==> config.mk <==
export PLATFORM = sky130hd
export DESIGN_NAME = epm_monitor
export DESIGN_NICKNAME = d
export VERILOG_FILES = /design/src/rtl/epm_pkg.sv /design/src/rtl/epm_monitor.sv /design/src/rtl/epm_delay_timer.sv
export SDC_FILE = /design/constraint.sdc
export NUM_CORES = 2
export LEC_CHECK = 0
export BUFFER_PORTS_ARGS = -buffer_cell sky130_fd_sc_hd__buf_2
export CORE_UTILIZATION = 45
export DETAILED_ROUTE_END_ITERATION = 8
export PLACE_DENSITY = 0.75
export RECOVER_POWER = 25
export REMOVE_ABC_BUFFERS = 1
export SYNTH_ARGS = -nofsm -noshare
export SYNTH_HDL_FRONTEND = slang
export SYNTH_SLANG_ARGS = --single-unit
==> constraint.sdc <==
create_clock -name hclk -period 5.6 [get_ports hclk]
set_input_delay 0.56 -clock hclk [delete_from_list [all_inputs] [get_ports hclk]]
set_output_delay 0.56 -clock hclk [all_outputs]
set_load 0.02 [all_outputs]
==> src/rtl/epm_pkg.sv <==
// constants, offsets and carrier types of the engine protection monitor
package epm_pkg;
    // time base
    localparam int unsigned CLK_PERIOD_NS = 40;
    localparam int unsigned SECOND_NS = 1_000_000_000;
    localparam int unsigned SEC_CYCLES = SECOND_NS / CLK_PERIOD_NS;
    localparam int unsigned HOUR_S = 3600;
    // register byte offsets
    localparam logic [7:0] OFS_ACCESS = 8'h00;
    localparam logic [7:0] OFS_MASK_TIME = 8'h04;
    localparam logic [7:0] OFS_DIN_CFG0 = 8'h08;
    localparam logic [7:0] OFS_COOL_HIGH = 8'h18;
    localparam logic [7:0] OFS_COOL_MAX = 8'h1C;
    localparam logic [7:0] OFS_OIL_MAX = 8'h20;
    localparam logic [7:0] OFS_BAT_LOW = 8'h24;
    localparam logic [7:0] OFS_BAT_HIGH = 8'h28;
    localparam logic [7:0] OFS_SRC_CFG = 8'h2C;
    localparam logic [7:0] OFS_SVC_INTERVAL = 8'h30;
    localparam logic [7:0] OFS_SVC_ACTION = 8'h34;
    localparam logic [7:0] OFS_STATUS = 8'h38;
    localparam logic [7:0] OFS_HOURS = 8'h3C;
    localparam logic [7:0] OFS_SVC_ELAPSED = 8'h40;
    // contact inputs
    localparam int DIN_COUNT = 4;
    localparam logic [15:0] COOLANT_CONTACT_FUNCTION_CODE = 16'h1087;
    localparam logic [15:0] COOLANT_MAX_CONTACT_FUNCTION_CODE = 16'h1087;
    // field positions
    localparam int FLD_LO_LSB = 0;
    localparam int FLD_HI_LSB = 16;
    localparam int FLD_W = 16;
    localparam int SRC_ENGINE_TYPE_W = 8;
    localparam int SRC_COOL_ANA_BIT = 8;
    localparam int SRC_OIL_ANA_BIT = 9;
    localparam int ACCESS_INSTALLER_BIT = 0;
    // battery, in tenths of a volt, and the percent full scale
    localparam logic [15:0] RATED_12V_DV = 16'h0078;
    localparam logic [15:0] RATED_24V_DV = 16'h00F0;
    localparam logic [15:0] RATED_SEL_LIMIT_DV = 16'h00AA;
    localparam logic [15:0] PCT_FULL = 16'h0064;
    // service action codes
    localparam logic [1:0] SVC_ACT_WARN = 2'h0;
    localparam logic [1:0] SVC_ACT_BLOCK = 2'h1;
    localparam logic [1:0] SVC_ACT_DEACT = 2'h2;
    // ahb
    localparam logic [1:0] HTRANS_NONSEQ = 2'h2;
    localparam logic [31:0] RESET_WORD = 32'h0000_0000;

    typedef struct packed {
        logic signed [15:0] coolant;
        logic signed [15:0] oil;
    } epm_meas_t;

    typedef struct packed {
        logic fuel_cmd;
        logic starting;
        logic stopping;
        logic cranking;
        logic running;
    } epm_eng_t;

    typedef struct packed {
        logic ccool_max_alarm;
        logic ccool_high_warn;
        logic bat_high_warn;
        logic bat_low_warn;
        logic oil_max_alarm;
        logic cool_max_alarm;
        logic cool_high_warn;
    } epm_prot_t;

    typedef struct packed {
        logic [15:0] interval;
        logic [1:0] action;
        logic [15:0] elapsed;
        logic event_active;
    } epm_svc_nv_t;

    typedef enum logic {BUS_IDLE, BUS_RD_WAIT} epm_bus_st_t;
endpackage : epm_pkg

==> src/rtl/epm_monitor.sv <==
// engine protection monitor: thresholds, contacts, battery, service hours
//
// What this block does
// - contact high coolant needs an input with the coolant function code and nonzero delay
// - zero contact delay disables every contact protection on that input
// - engine checks only while fuel command on, never during start or stop
// - temperature conditions ignored until mask time after engine start elapsed
// - contact protection fires only after uninterrupted activity for whole delay
// - temperature from analogue input, or from can link when engine type nonzero
// - coolant at or above high threshold for its delay gives warning
// - coolant at or above maximum threshold for its delay gives alarm
// - oil temperature at or above threshold for its delay gives alarm
// - each analogue protection disabled when its delay is zero
// - contact maximum coolant is an alarm with same gating as contact high
// - low battery protection active except while cranking
// - battery strictly below low threshold for its delay gives warning
// - battery strictly above high threshold for its delay warns, not while cranking
// - battery thresholds are percent of automatically chosen rated voltage
// - rated voltage chosen at power-up and off-reset entry: 12 V up to 17 V
// - service event after interval hours, acting as warning, block or deactivation
// - service event survives supply loss, cleared only by rewriting interval
// - engine hours counted whenever engine runs, whoever started it
// - service interval and action writable only at installer access
//
// Register access over AHB-Lite and the register addresses were chosen for this implementation.
`timescale 1ns/1ps
`default_nettype none
module epm_monitor #(
    parameter int unsigned SEC_CYCLES_P = epm_pkg::SEC_CYCLES
) (
    input wire logic hclk,
    input wire logic hresetn,
    input wire logic hsel,
    input wire logic [31:0] haddr,
    input wire logic [1:0] htrans,
    input wire logic hwrite,
    input wire logic [2:0] hsize,
    input wire logic [31:0] hwdata,
    input wire logic hready,
    output logic [31:0] hrdata,
    output logic hreadyout,
    output logic hresp,
    input wire epm_pkg::epm_eng_t eng,
    input wire epm_pkg::epm_meas_t ana_meas,
    input wire epm_pkg::epm_meas_t can_meas,
    input wire logic [15:0] vbat_dv,
    input wire logic off_reset,
    input wire logic [epm_pkg::DIN_COUNT-1:0] din,
    input wire logic nv_restore,
    input wire epm_pkg::epm_svc_nv_t nv_svc,
    output epm_pkg::epm_svc_nv_t svc_state,
    output epm_pkg::epm_prot_t prot,
    output logic rated_24v,
    output logic svc_warn,
    output logic svc_block,
    output logic svc_deact
);
    import epm_pkg::*;

    function automatic logic [31:0] pct_scale(input logic [15:0] a, input logic [15:0] b);
        pct_scale = 32'(a) * 32'(b);
    endfunction : pct_scale
    function automatic logic [15:0] hi_field(input logic [31:0] w);
        hi_field = w[FLD_HI_LSB +: FLD_W];
    endfunction : hi_field
    function automatic logic [15:0] lo_field(input logic [31:0] w);
        lo_field = w[FLD_LO_LSB +: FLD_W];
    endfunction : lo_field

    // ---- register state
    logic access_installer;
    logic [15:0] mask_time;
    logic [31:0] din_cfg [DIN_COUNT];
    logic [31:0] cool_high_cfg;
    logic [31:0] cool_max_cfg;
    logic [31:0] oil_max_cfg;
    logic [31:0] bat_low_cfg;
    logic [31:0] bat_high_cfg;
    logic [31:0] src_cfg;
    logic [15:0] svc_interval;
    logic [1:0] svc_action;
    logic [31:0] hours_total;
    logic [15:0] svc_elapsed;
    logic svc_event;

    // ---- ahb-lite slave, zero-wait writes, one-wait reads
    epm_bus_st_t bus_st;
    logic wr_pend;
    logic [7:0] wr_addr, rd_addr;
    wire take = hsel & hready & (htrans == HTRANS_NONSEQ);
    wire take_rd = take & ~hwrite;
    wire take_wr = take & hwrite;
    wire [7:0] wr_ofs = wr_addr;
    wire is_din_wr = wr_pend & (wr_ofs >= OFS_DIN_CFG0) & (wr_ofs < OFS_COOL_HIGH);
    wire [1:0] din_wr_idx = 2'((wr_ofs - OFS_DIN_CFG0) >> 2);
    wire installer_ok = access_installer;
    wire svc_int_wr = wr_pend & (wr_ofs == OFS_SVC_INTERVAL) & installer_ok;
    wire svc_act_wr = wr_pend & (wr_ofs == OFS_SVC_ACTION) & installer_ok;

    assign hreadyout = (bus_st == BUS_IDLE);
    assign hresp = 1'b0;

    always_ff @(posedge hclk or negedge hresetn) begin
        if (!hresetn) begin
            bus_st <= BUS_IDLE;
            wr_pend <= 1'b0;
            wr_addr <= 8'h00;
            rd_addr <= 8'h00;
        end else begin
            wr_pend <= take_wr;
            if (take_wr) begin
                wr_addr <= haddr[7:0];
            end
            if (take_rd) begin
                rd_addr <= haddr[7:0];
            end
            unique case (bus_st)
                BUS_IDLE: bus_st <= take_rd ? BUS_RD_WAIT : BUS_IDLE;
                BUS_RD_WAIT: bus_st <= BUS_IDLE;
            endcase
        end
    end

    logic [31:0] rd_mux;
    // the wait state lets a write just before a read land first
    always_ff @(posedge hclk or negedge hresetn) begin
        if (!hresetn) begin
            hrdata <= RESET_WORD;
        end else if (bus_st == BUS_RD_WAIT) begin
            hrdata <= rd_mux;
        end
    end
    wire [31:0] status_word = {23'h000000, rated_24v, svc_event, prot};
    wire [1:0] din_rd_idx = 2'((rd_addr - OFS_DIN_CFG0) >> 2);
    wire rd_is_din = (rd_addr >= OFS_DIN_CFG0) & (rd_addr < OFS_COOL_HIGH);
    always_comb begin
        rd_mux = RESET_WORD;
        if (rd_is_din) begin
            rd_mux = din_cfg[din_rd_idx];
        end else begin
            case (rd_addr)
                OFS_ACCESS: rd_mux = {31'h00000000, access_installer};
                OFS_MASK_TIME: rd_mux = {16'h0000, mask_time};
                OFS_COOL_HIGH: rd_mux = cool_high_cfg;
                OFS_COOL_MAX: rd_mux = cool_max_cfg;
                OFS_OIL_MAX: rd_mux = oil_max_cfg;
                OFS_BAT_LOW: rd_mux = bat_low_cfg;
                OFS_BAT_HIGH: rd_mux = bat_high_cfg;
                OFS_SRC_CFG: rd_mux = src_cfg;
                OFS_SVC_INTERVAL: rd_mux = {16'h0000, svc_interval};
                OFS_SVC_ACTION: rd_mux = {30'h00000000, svc_action};
                OFS_STATUS: rd_mux = status_word;
                OFS_HOURS: rd_mux = hours_total;
                OFS_SVC_ELAPSED: rd_mux = {16'h0000, svc_elapsed};
                default: rd_mux = RESET_WORD;
            endcase
        end
    end

    // configuration writes; unmapped offsets are ignored
    always_ff @(posedge hclk or negedge hresetn) begin
        if (!hresetn) begin
            access_installer <= 1'b0;
            mask_time <= 16'h0000;
            for (int i = 0; i < DIN_COUNT; i++) begin
                din_cfg[i] <= RESET_WORD;
            end
            cool_high_cfg <= RESET_WORD;
            cool_max_cfg <= RESET_WORD;
            oil_max_cfg <= RESET_WORD;
            bat_low_cfg <= RESET_WORD;
            bat_high_cfg <= RESET_WORD;
            src_cfg <= RESET_WORD;
        end else if (wr_pend) begin
            if (is_din_wr) begin
                din_cfg[din_wr_idx] <= hwdata;
            end
            case (wr_ofs)
                OFS_ACCESS: access_installer <= hwdata[ACCESS_INSTALLER_BIT];
                OFS_MASK_TIME: mask_time <= lo_field(hwdata);
                OFS_COOL_HIGH: cool_high_cfg <= hwdata;
                OFS_COOL_MAX: cool_max_cfg <= hwdata;
                OFS_OIL_MAX: oil_max_cfg <= hwdata;
                OFS_BAT_LOW: bat_low_cfg <= hwdata;
                OFS_BAT_HIGH: bat_high_cfg <= hwdata;
                OFS_SRC_CFG: src_cfg <= hwdata;
                default: ;
            endcase
        end
    end

    // ---- one-second enable and engine hour tick
    logic [31:0] div_cnt;
    wire sec_tick = (div_cnt == 32'(SEC_CYCLES_P - 1));
    always_ff @(posedge hclk or negedge hresetn) begin
        if (!hresetn) begin
            div_cnt <= 32'h0000_0000;
        end else begin
            div_cnt <= sec_tick ? 32'h0000_0000 : div_cnt + 32'h0000_0001;
        end
    end

    logic [11:0] sec_in_hour;
    wire run_sec = sec_tick & eng.running;
    wire hour_tick = run_sec & (sec_in_hour == 12'(HOUR_S - 1));
    always_ff @(posedge hclk or negedge hresetn) begin
        if (!hresetn) begin
            sec_in_hour <= 12'h000;
            hours_total <= 32'h0000_0000;
        end else if (run_sec) begin
            sec_in_hour <= hour_tick ? 12'h000 : sec_in_hour + 12'h001;
            if (hour_tick) begin
                hours_total <= hours_total + 32'h0000_0001;
            end
        end
    end

    // ---- engine gating and protection mask
    wire eng_ok = eng.fuel_cmd & ~eng.starting & ~eng.stopping;
    logic [15:0] mask_cnt;
    wire mask_done = eng.running & (mask_cnt >= mask_time);
    always_ff @(posedge hclk or negedge hresetn) begin
        if (!hresetn) begin
            mask_cnt <= 16'h0000;
        end else if (!eng.running) begin
            mask_cnt <= 16'h0000;
        end else if (sec_tick && !mask_done) begin
            mask_cnt <= mask_cnt + 16'h0001;
        end
    end
    wire eng_prot_en = eng_ok & mask_done;

    // ---- temperature source
    wire can_src = (src_cfg[SRC_ENGINE_TYPE_W-1:0] != 8'h00);
    wire cool_avail = can_src | src_cfg[SRC_COOL_ANA_BIT];
    wire oil_avail = can_src | src_cfg[SRC_OIL_ANA_BIT];
    wire signed [15:0] cool_t = can_src ? can_meas.coolant : ana_meas.coolant;
    wire signed [15:0] oil_t = can_src ? can_meas.oil : ana_meas.oil;
    wire cool_high_c = cool_t >= $signed(lo_field(cool_high_cfg));
    wire cool_max_c = cool_t >= $signed(lo_field(cool_max_cfg));
    wire oil_max_c = oil_t >= $signed(lo_field(oil_max_cfg));

    // ---- rated battery voltage, chosen after reset release and off-reset entry
    logic sel_pending, off_reset_q;
    always_ff @(posedge hclk or negedge hresetn) begin
        if (!hresetn) begin
            sel_pending <= 1'b1;
            off_reset_q <= 1'b0;
            rated_24v <= 1'b0;
        end else begin
            off_reset_q <= off_reset;
            sel_pending <= 1'b0;
            if (sel_pending || (off_reset && !off_reset_q)) begin
                rated_24v <= (vbat_dv > RATED_SEL_LIMIT_DV);
            end
        end
    end
    wire [15:0] rated_dv = rated_24v ? RATED_24V_DV : RATED_12V_DV;
    // compare in percent units so no division is needed
    wire [31:0] vbat_pct = pct_scale(vbat_dv, PCT_FULL);
    wire bat_low_c = vbat_pct < pct_scale(lo_field(bat_low_cfg), rated_dv);
    wire bat_high_c = vbat_pct > pct_scale(lo_field(bat_high_cfg), rated_dv);
    wire bat_en = ~eng.cranking;

    // ---- analogue protections; zero delay disables inside the timer
    logic f_cool_high, f_cool_max, f_oil_max, f_bat_low, f_bat_high;
    epm_delay_timer u_cool_high (
        .hclk(hclk), .hresetn(hresetn), .sec_tick(sec_tick),
        .enable(eng_prot_en & cool_avail), .cond(cool_high_c),
        .delay(hi_field(cool_high_cfg)), .fired(f_cool_high)
    );
    epm_delay_timer u_cool_max (
        .hclk(hclk), .hresetn(hresetn), .sec_tick(sec_tick),
        .enable(eng_prot_en & cool_avail), .cond(cool_max_c),
        .delay(hi_field(cool_max_cfg)), .fired(f_cool_max)
    );
    epm_delay_timer u_oil_max (
        .hclk(hclk), .hresetn(hresetn), .sec_tick(sec_tick),
        .enable(eng_prot_en & oil_avail), .cond(oil_max_c),
        .delay(hi_field(oil_max_cfg)), .fired(f_oil_max)
    );
    epm_delay_timer u_bat_low (
        .hclk(hclk), .hresetn(hresetn), .sec_tick(sec_tick),
        .enable(bat_en), .cond(bat_low_c),
        .delay(hi_field(bat_low_cfg)), .fired(f_bat_low)
    );
    epm_delay_timer u_bat_high (
        .hclk(hclk), .hresetn(hresetn), .sec_tick(sec_tick),
        .enable(bat_en), .cond(bat_high_c),
        .delay(hi_field(bat_high_cfg)), .fired(f_bat_high)
    );
    // ---- contact protections, one timer per input
    logic [DIN_COUNT-1:0] din_fired, din_is_high, din_is_max;
    for (genvar g = 0; g < DIN_COUNT; g++) begin : g_din
        assign din_is_high[g] = (lo_field(din_cfg[g]) == COOLANT_CONTACT_FUNCTION_CODE);
        assign din_is_max[g] = (lo_field(din_cfg[g]) == COOLANT_MAX_CONTACT_FUNCTION_CODE);
        epm_delay_timer u_din (
            .hclk(hclk), .hresetn(hresetn), .sec_tick(sec_tick),
            .enable(eng_prot_en & (din_is_high[g] | din_is_max[g])),
            .cond(din[g]),
            .delay(hi_field(din_cfg[g])),
            .fired(din_fired[g])
        );
    end

    always_ff @(posedge hclk or negedge hresetn) begin
        if (!hresetn) begin
            prot <= '0;
        end else begin
            prot.cool_high_warn <= f_cool_high;
            prot.cool_max_alarm <= f_cool_max;
            prot.oil_max_alarm <= f_oil_max;
            prot.bat_low_warn <= f_bat_low;
            prot.bat_high_warn <= f_bat_high;
            prot.ccool_high_warn <= |(din_fired & din_is_high);
            prot.ccool_max_alarm <= |(din_fired & din_is_max);
        end
    end

    // ---- service interval; state is restored from non-volatile storage
    wire svc_reached = (svc_interval != 16'h0000) & (svc_elapsed >= svc_interval);
    always_ff @(posedge hclk or negedge hresetn) begin
        if (!hresetn) begin
            svc_interval <= 16'h0000;
            svc_action <= SVC_ACT_WARN;
            svc_elapsed <= 16'h0000;
            svc_event <= 1'b0;
        end else if (nv_restore) begin
            svc_interval <= nv_svc.interval;
            svc_action <= nv_svc.action;
            svc_elapsed <= nv_svc.elapsed;
            svc_event <= nv_svc.event_active;
        end else begin
            if (svc_act_wr) begin
                svc_action <= hwdata[1:0];
            end
            if (svc_int_wr) begin
                svc_interval <= lo_field(hwdata);
                svc_elapsed <= 16'h0000;
            end else if (hour_tick && svc_elapsed != 16'hFFFF) begin
                svc_elapsed <= svc_elapsed + 16'h0001;
            end
            // a rewrite restarts the count, so a reach seen with old values is stale
            if (svc_int_wr) begin
                svc_event <= 1'b0;
            end else if (svc_reached) begin
                svc_event <= 1'b1;
            end
        end
    end
    assign svc_state = '{interval: svc_interval, action: svc_action,
                         elapsed: svc_elapsed, event_active: svc_event};

    always_ff @(posedge hclk or negedge hresetn) begin
        if (!hresetn) begin
            svc_warn <= 1'b0;
            svc_block <= 1'b0;
            svc_deact <= 1'b0;
        end else begin
            svc_warn <= svc_event & (svc_action == SVC_ACT_WARN);
            svc_block <= svc_event & (svc_action == SVC_ACT_BLOCK);
            svc_deact <= svc_event & (svc_action == SVC_ACT_DEACT);
        end
    end

    // hsize is accepted but only whole words are meaningful
    wire unused_ok = ^{hsize, haddr[31:8]};
endmodule : epm_monitor
`default_nettype wire

==> src/rtl/epm_delay_timer.sv <==
// continuous-condition delay timer counted in whole seconds
`timescale 1ns/1ps
`default_nettype none
module epm_delay_timer (
    input wire logic hclk,
    input wire logic hresetn,
    input wire logic sec_tick,
    input wire logic enable,
    input wire logic cond,
    input wire logic [15:0] delay,
    output logic fired
);
    import epm_pkg::*;

    logic [15:0] count;
    wire armed = enable & cond & (delay != 16'h0000);
    wire at_end = (count >= delay);

    // any drop of cause or enable restarts from zero
    always_ff @(posedge hclk or negedge hresetn) begin
        if (!hresetn) begin
            count <= 16'h0000;
        end else if (!armed) begin
            count <= 16'h0000;
        end else if (sec_tick && !at_end) begin
            count <= count + 16'h0001;
        end
    end

    assign fired = armed & at_end;
endmodule : epm_delay_timer
`default_nettype wire

Word level (Yosys, flattened, before mapping)
Index checks and enable logic that the tools add are counted.
{"block": "word_totals", "out_inout_bits": 80, "reg_bits": 670, "inputBits": 200}
{"block": "op_classes", "n_lt_le_gt_ge": 24, "n_addsub": 16, "n_reduce_logical": 54, "bitwise_logic": 64, "eq_ne": 41, "n_mul": 3, "n_mux": 45}
{"cell": "$mux W16", "n": 27}
{"cell": "$pmux W32 S13", "n": 1}
{"cell": "$ge A16 B16 Y1", "n": 14}
{"cell": "$add A16 B1 Y16 const B", "n": 11}
{"cell": "$mux W32", "n": 5}
{"cell": "$reduce_bool A16 Y1", "n": 10}
{"cell": "$bwmux W128", "n": 1}
{"cell": "$eq A8 B6 Y1 const B", "n": 14}
{"cell": "$add A32 B1 Y32 const B", "n": 2}
{"cell": "$bmux W32 S2", "n": 1}
{"cell": "$demux W32 S2", "n": 1}
{"cell": "$eq A16 B13 Y1 const B", "n": 4}
{"cell": "$and A1 B1 Y1", "n": 54}
{"cell": "$mul A16 B8 Y24", "n": 2}
{"cell": "$eq A32 B25 Y1 const B", "n": 1}
{"cell": "$eq A8 B5 Y1 const B", "n": 4}
{"cell": "$gt A23 B24 Y1", "n": 1}
{"cell": "$lt A23 B24 Y1", "n": 1}
{"cell": "$mul A16 B5 Y21 const B", "n": 1}
{"cell": "$reduce_and A2 Y1", "n": 10}
{"cell": "$ne A2 B2 Y1 const B", "n": 9}
{"cell": "$eq A8 B3 Y1 const B", "n": 2}
{"cell": "$ge A8 B4 Y1 const B", "n": 2}
{"cell": "$gt A16 B8 Y1 const B", "n": 1}
{"cell": "other kinds (29)", "n": 68}

Logic depth before layout (Yosys ltp)
{"block": "depth", "depth_word": 10, "depth_mapped": 28}

By module
Synthesis repeated with hierarchy kept, for this count alone.
{"block": "hier_totals", "cells_unflattened": 4557, "hier_area_um2": 45651.3}
{"mod": "epm_monitor", "n_inst": 1, "area_per_inst_um2": 33523.4, "cells_per_inst": 3135}
{"mod": "epm_delay_timer", "n_inst": 9, "area_per_inst_um2": 1347.5, "cells_per_inst": 158}

Least setup slack after synthesis
OpenSTA, ideal clock, no wires.
{"block": "synth_timing", "kind": "flip-flop to flip-flop", "from": "register rated_24v", "to": "register prot[4] in the netlist's numbering", "arrival_time_ns": 6.123, "t_required_ns": 5.479, "path_stages_with_launch": 27, "setup_slack_ns": -0.645, "path_buffers": 3, "period_less_slack_ns": 6.245, "cell_sequence": "dfrtp_1 > clkbuf_1 > clkbuf_1 > nand2_1 > fa_1 > inv_1 > fa_1 > fa_1 > ha_1 > fa_1 > a211oi_1 > nor2_1 > o311ai_0 > a21boi_0 > nor2_1 > xor2_1 > ha_1 > a21o_1 > a211oi_1 > nor2_1 > o21ai_0 > nand2b_1 > a21oi_1 > o21ai_0 > nand3b_1 > buf_2 > nor2_1"}
{"block": "synth_between", "elab_chain_cells": 6}
{"element": "start, declared", "line_no": "epm_monitor.sv:53", "text": "output logic rated_24v,"}
{"element": "start signal, assigned", "line_no": "epm_monitor.sv:254", "text": "rated_24v <= (vbat_dv > RATED_SEL_LIMIT_DV);"}
{"element": "$mux W8", "line_no": "epm_monitor.sv:258", "text": "wire [15:0] rated_dv = rated_24v ? RATED_24V_DV : RATED_12V_DV;"}
{"element": "$mul A16 B8 Y24", "line_no": "epm_monitor.sv:61", "text": "pct_scale = 32'(a) * 32'(b);"}
{"element": "$gt A23 B24 Y1", "line_no": "epm_monitor.sv:262", "text": "wire bat_high_c = vbat_pct > pct_scale(lo_field(bat_high_cfg), rated_dv);"}
{"element": "$and A1 B1 Y1 (2 in a row)", "line_no": "epm_delay_timer.sv:16", "text": "wire armed = enable & cond & (delay != 16'h0000);"}
{"element": "$and A1 B1 Y1", "line_no": "epm_delay_timer.sv:30", "text": "assign fired = armed & at_end;"}
{"element": "named net f_bat_high", "line_no": "epm_monitor.sv:266", "text": "logic f_cool_high, f_cool_max, f_oil_max, f_bat_low, f_bat_high;"}
{"element": "end, declared", "line_no": "epm_monitor.sv:52", "text": "output epm_pkg::epm_prot_t prot,"}
The timed path passes the listed nets, and every way through them passes these cells.
A chain may end at the register's enable or synchronous reset.

Final worst setup path
{"block": "layout_timing", "from": "register rated_24v", "to": "register prot[3] in the netlist's numbering"}
{"block": "layout_between", "elab_chain_cells": 6}
{"element": "$mux W8", "line_no": "epm_monitor.sv:258"}
{"element": "$mul A16 B8 Y24", "line_no": "epm_monitor.sv:61"}
{"element": "$lt A23 B24 Y1", "line_no": "epm_monitor.sv:261", "text": "wire bat_low_c = vbat_pct < pct_scale(lo_field(bat_low_cfg), rated_dv);"}
{"element": "$and A1 B1 Y1 (2 in a row)", "line_no": "epm_delay_timer.sv:16"}
{"element": "$and A1 B1 Y1", "line_no": "epm_delay_timer.sv:30"}
{"element": "named net f_bat_low", "line_no": "epm_monitor.sv:266"}
The timed path passes the listed nets, and every way through them passes these cells.

==> metrics <==
status=finished, violations left; violated checks=capacitance limit, slew limit, setup timing; skew final=47.5 ps; Yosys cell types=81; CTS tree=built; Top delay family on crit path=adder cells; Final nets=5,463; worst hold path startpoint=off_reset; Clock Sink Count=between 600 and 700; Seq/Total Area, Yosys=0.381; hold depth=1; Max-slew headroom=-2.17; total routed wirelength=136,000 um; initial antenna violation count=12; DP HPWL=101,000 um; crit path launch=rated_24v; total power=16.1 mW; Slew Limit Fails=142; share of cells above drive strength 1=0.196; Core Footprint=96,700 um2; final core utilization=0.524; worst-case clock buffer depth=3; DRC=0; largest net degree at the start of global routing=between 150 and 200; async set-reset flop share out of synthesis=1.00; vias per cell=5.91; yosys warns=0; Initial Utilization=0.455; I/O Buffers=roughly 250; maximum clock rate=166 MHz; hold worst-path end=off_reset_q; critical path required time=6160 ps; Final period util=1.07; dpl ws=-776 ps; grt ovf=0; Critical Setup Path Class=reg -> reg; crit start category=register; Lkg Pwr=24.3 nW; CP max FO=5; Num CTS Buffers=75; EDFF count, synth=0; ys flop type=dfrtp_1; initial drt markers=3,157; RSZ-0062 raised after global routing=yes; Syn Std Cell Area=around 44,000 um2; io pins=280; worst setup margin=-419 ps; Total GRT Usage=0.273; row cnt=114; die width=about 310 um; R2R cell count=28; Vias=35,700; cells after synthesis=4,406; crit end category=register; Tmin final=6020 ps; first-pass GRT wire length=208,000 um; RR Startpoint=rated_24v; most frequent cells in the layout=dfrtp_1, ha_1, inv_1; P&R area growth vs syn=15.3%; worst skew pair latency=650 ps; Max VDD drop=approximately 0.22 mV; die footprint=just under 100,000 um2; Buf+Inv Stages, Crit Path=5; Pwr per Cell Area=317 nW/um2; synthesized flop and latch total=670; slowest stage delay, CP=550 ps; routed len/inst=22.5 um; worst path arrival time=~6600 ps; most common cell after layout, fill and taps aside=dfrtp_1; hold crit path type=in -> reg; Die Y=315 um; vias in the first global route=35,600; Routability Congestion=0.945; drt pass-1 iters=6; Avg Inst Size Synth=9.98 um2; final setup fails=34; H-tree lvl count=3; Post-DRT Antenna Nets=0; root buffer cell=clkbuf_16; R2R setup slack=-420 ps; max-cap violations=3; Final Hold Violating Endpoints=0; Tightest Pin Transition=4750 ps; Clk pin slew, worst setup/hold paths=around 70 ps; CP max stage cell=fa_1; RR Endpoint=prot[3]
-- timing repair --
item,CTS,global route
setup endpoints to repair,34,34
endpoints found under the hold margin,70,0
resized for setup,73,80
cloned,5,0
pin swaps,50,74
hold buffers,1,0
setup buffers,11,3
-- per-layer routing --
metal,GRT usage,up-vias,part of all wire
li1,-,16100,-
met1,0.355,17700,0.40
met2,0.433,1514,0.45
met3,0.0579,366,0.093
met4,0.136,4,0.052
met5,0,-,0.00017
-- worst reg2reg max path, delay by kind of cell, from the launching register on --
kind,cells,cell delay [ps]
fa+ha+maj,7,2530
buf+inv,5,590
simple gates,5,780
flops,1,430
xor+xnor,1,170
compound gates,10,1460
-- cells by family after synthesis --
group	after synthesis	share of synthesized area
xor+xnor	255	0.0508
other cells	1	0.0000853
flops	670	0.381
fa+ha+maj	552	0.174
simple gates	1259	0.140
compound gates	735	0.113
buf+inv	622	0.0537
mux	312	0.0872
-- cell usage after synthesis (8+ instances only) --
library cell / count / area share
a211oi_1: 27 / 0.0046
a221oi_1: 77 / 0.015
dfrtp_1: 669 / 0.38
o21a_1: 15 / 0.0026
nand2_1: 358 / 0.031
o31ai_1: 8 / 0.0014
a41oi_1: 13 / 0.0026
o211ai_1: 10 / 0.0017
nor2_1: 321 / 0.027
clkbuf_1: 157 / 0.013
nor2b_1: 31 / 0.0044
xnor2_1: 128 / 0.025
xor2_1: 127 / 0.025
nand2b_1: 30 / 0.0043
a22o_1: 79 / 0.016
a21boi_0: 8 / 0.0014
a21o_1: 62 / 0.011
inv_1: 436 / 0.037
buf_1: 17 / 0.0015
mux4_2: 32 / 0.016
nor4_1: 61 / 0.0087
mux2i_1: 30 / 0.0068
o2111ai_1: 10 / 0.0020
or3_1: 28 / 0.0040
nor3_1: 50 / 0.0057
ha_1: 455 / 0.13
and3_1: 76 / 0.011
and4_1: 16 / 0.0032
a2111oi_0: 10 / 0.0020
fa_1: 97 / 0.044
o21ai_0: 236 / 0.027
nand4_1: 88 / 0.013
mux2_2: 250 / 0.064
nand3_1: 113 / 0.013
a21oi_1: 101 / 0.011
and2_1: 32 / 0.0046
a31oi_1: 28 / 0.0040
-- layout make-up --
class | count | area (um2)
flip-flops and latches | 670 | 16800
clock buffers | 108 | 2130
multi-input cells | 3115 | 25500
fillers | 8447 | 46000
diodes | 4 | 10.0
inverters | 437 | 1640
well taps | 1276 | 1600
repair buffers | 412 | 2670
clock inverters | 30 | 337
-- sequential cells by signal, indices dropped and copies added, names as in the netlist, 6 cells and up --
| signal | count |
|---|---|
| rd_addr | 8 |
| div_cnt | 32 |
| u_bat_high.count | 16 |
| g_din.u_din.count | 64 |
| din_cfg | 128 |
| hrdata | 32 |
| u_bat_low.count | 16 |
| cool_max_cfg | 32 |
| mask_time | 16 |
| svc_elapsed | 16 |
| mask_cnt | 16 |
| bat_low_cfg | 32 |
| prot | 6 |
| u_oil_max.count | 16 |
| sec_in_hour | 12 |
| svc_interval | 16 |
| hours_total | 32 |
| u_cool_high.count | 16 |
| bat_high_cfg | 32 |
| wr_addr | 8 |
| oil_max_cfg | 32 |
| u_cool_max.count | 16 |
| cool_high_cfg | 32 |
| src_cfg | 32 |
-- metrics by stage --
step           instance area (um2)  hold WS, ps  std cells  setup TNS, ps
2_1_floorplan                43300          264       4222         -38900
3_3_place_gp                 47400          457       5892         -16330
3_5_place_dp                 47400          470       5892         -21330
4_1_cts                      50400         37.1       6047         -12170
5_1_grt                      50700         76.4       6049         -38320
6_report                     50700         63.7       6052         -10490
-- power breakdown --
group	switching (mW)	leakage (nW)	total (mW)	internal [mW]
combinational	3.02	14.9	5.51	2.49
clock	2.14	1.21	5.01	2.86
sequential	0.402	8.24	5.53	5.13
total	5.57	24.3	16.1	10.5
-- how the worst max path moves through the flow --
stage | to | slack, ps | depth (start not counted)
3_5_place_dp | u_bat_high.count[4] | -780 | 23
4_1_cts | u_bat_high.count[15] | -410 | 25
3_3_place_gp | u_bat_high.count[14] | -600 | 25
2_1_floorplan | u_bat_low.count[0] | -1160 | 26
5_1_grt | prot[3] | -670 | 28
6_report | prot[3] | -420 | 28
Note: power is estimated with default switching activity, not from simulation.
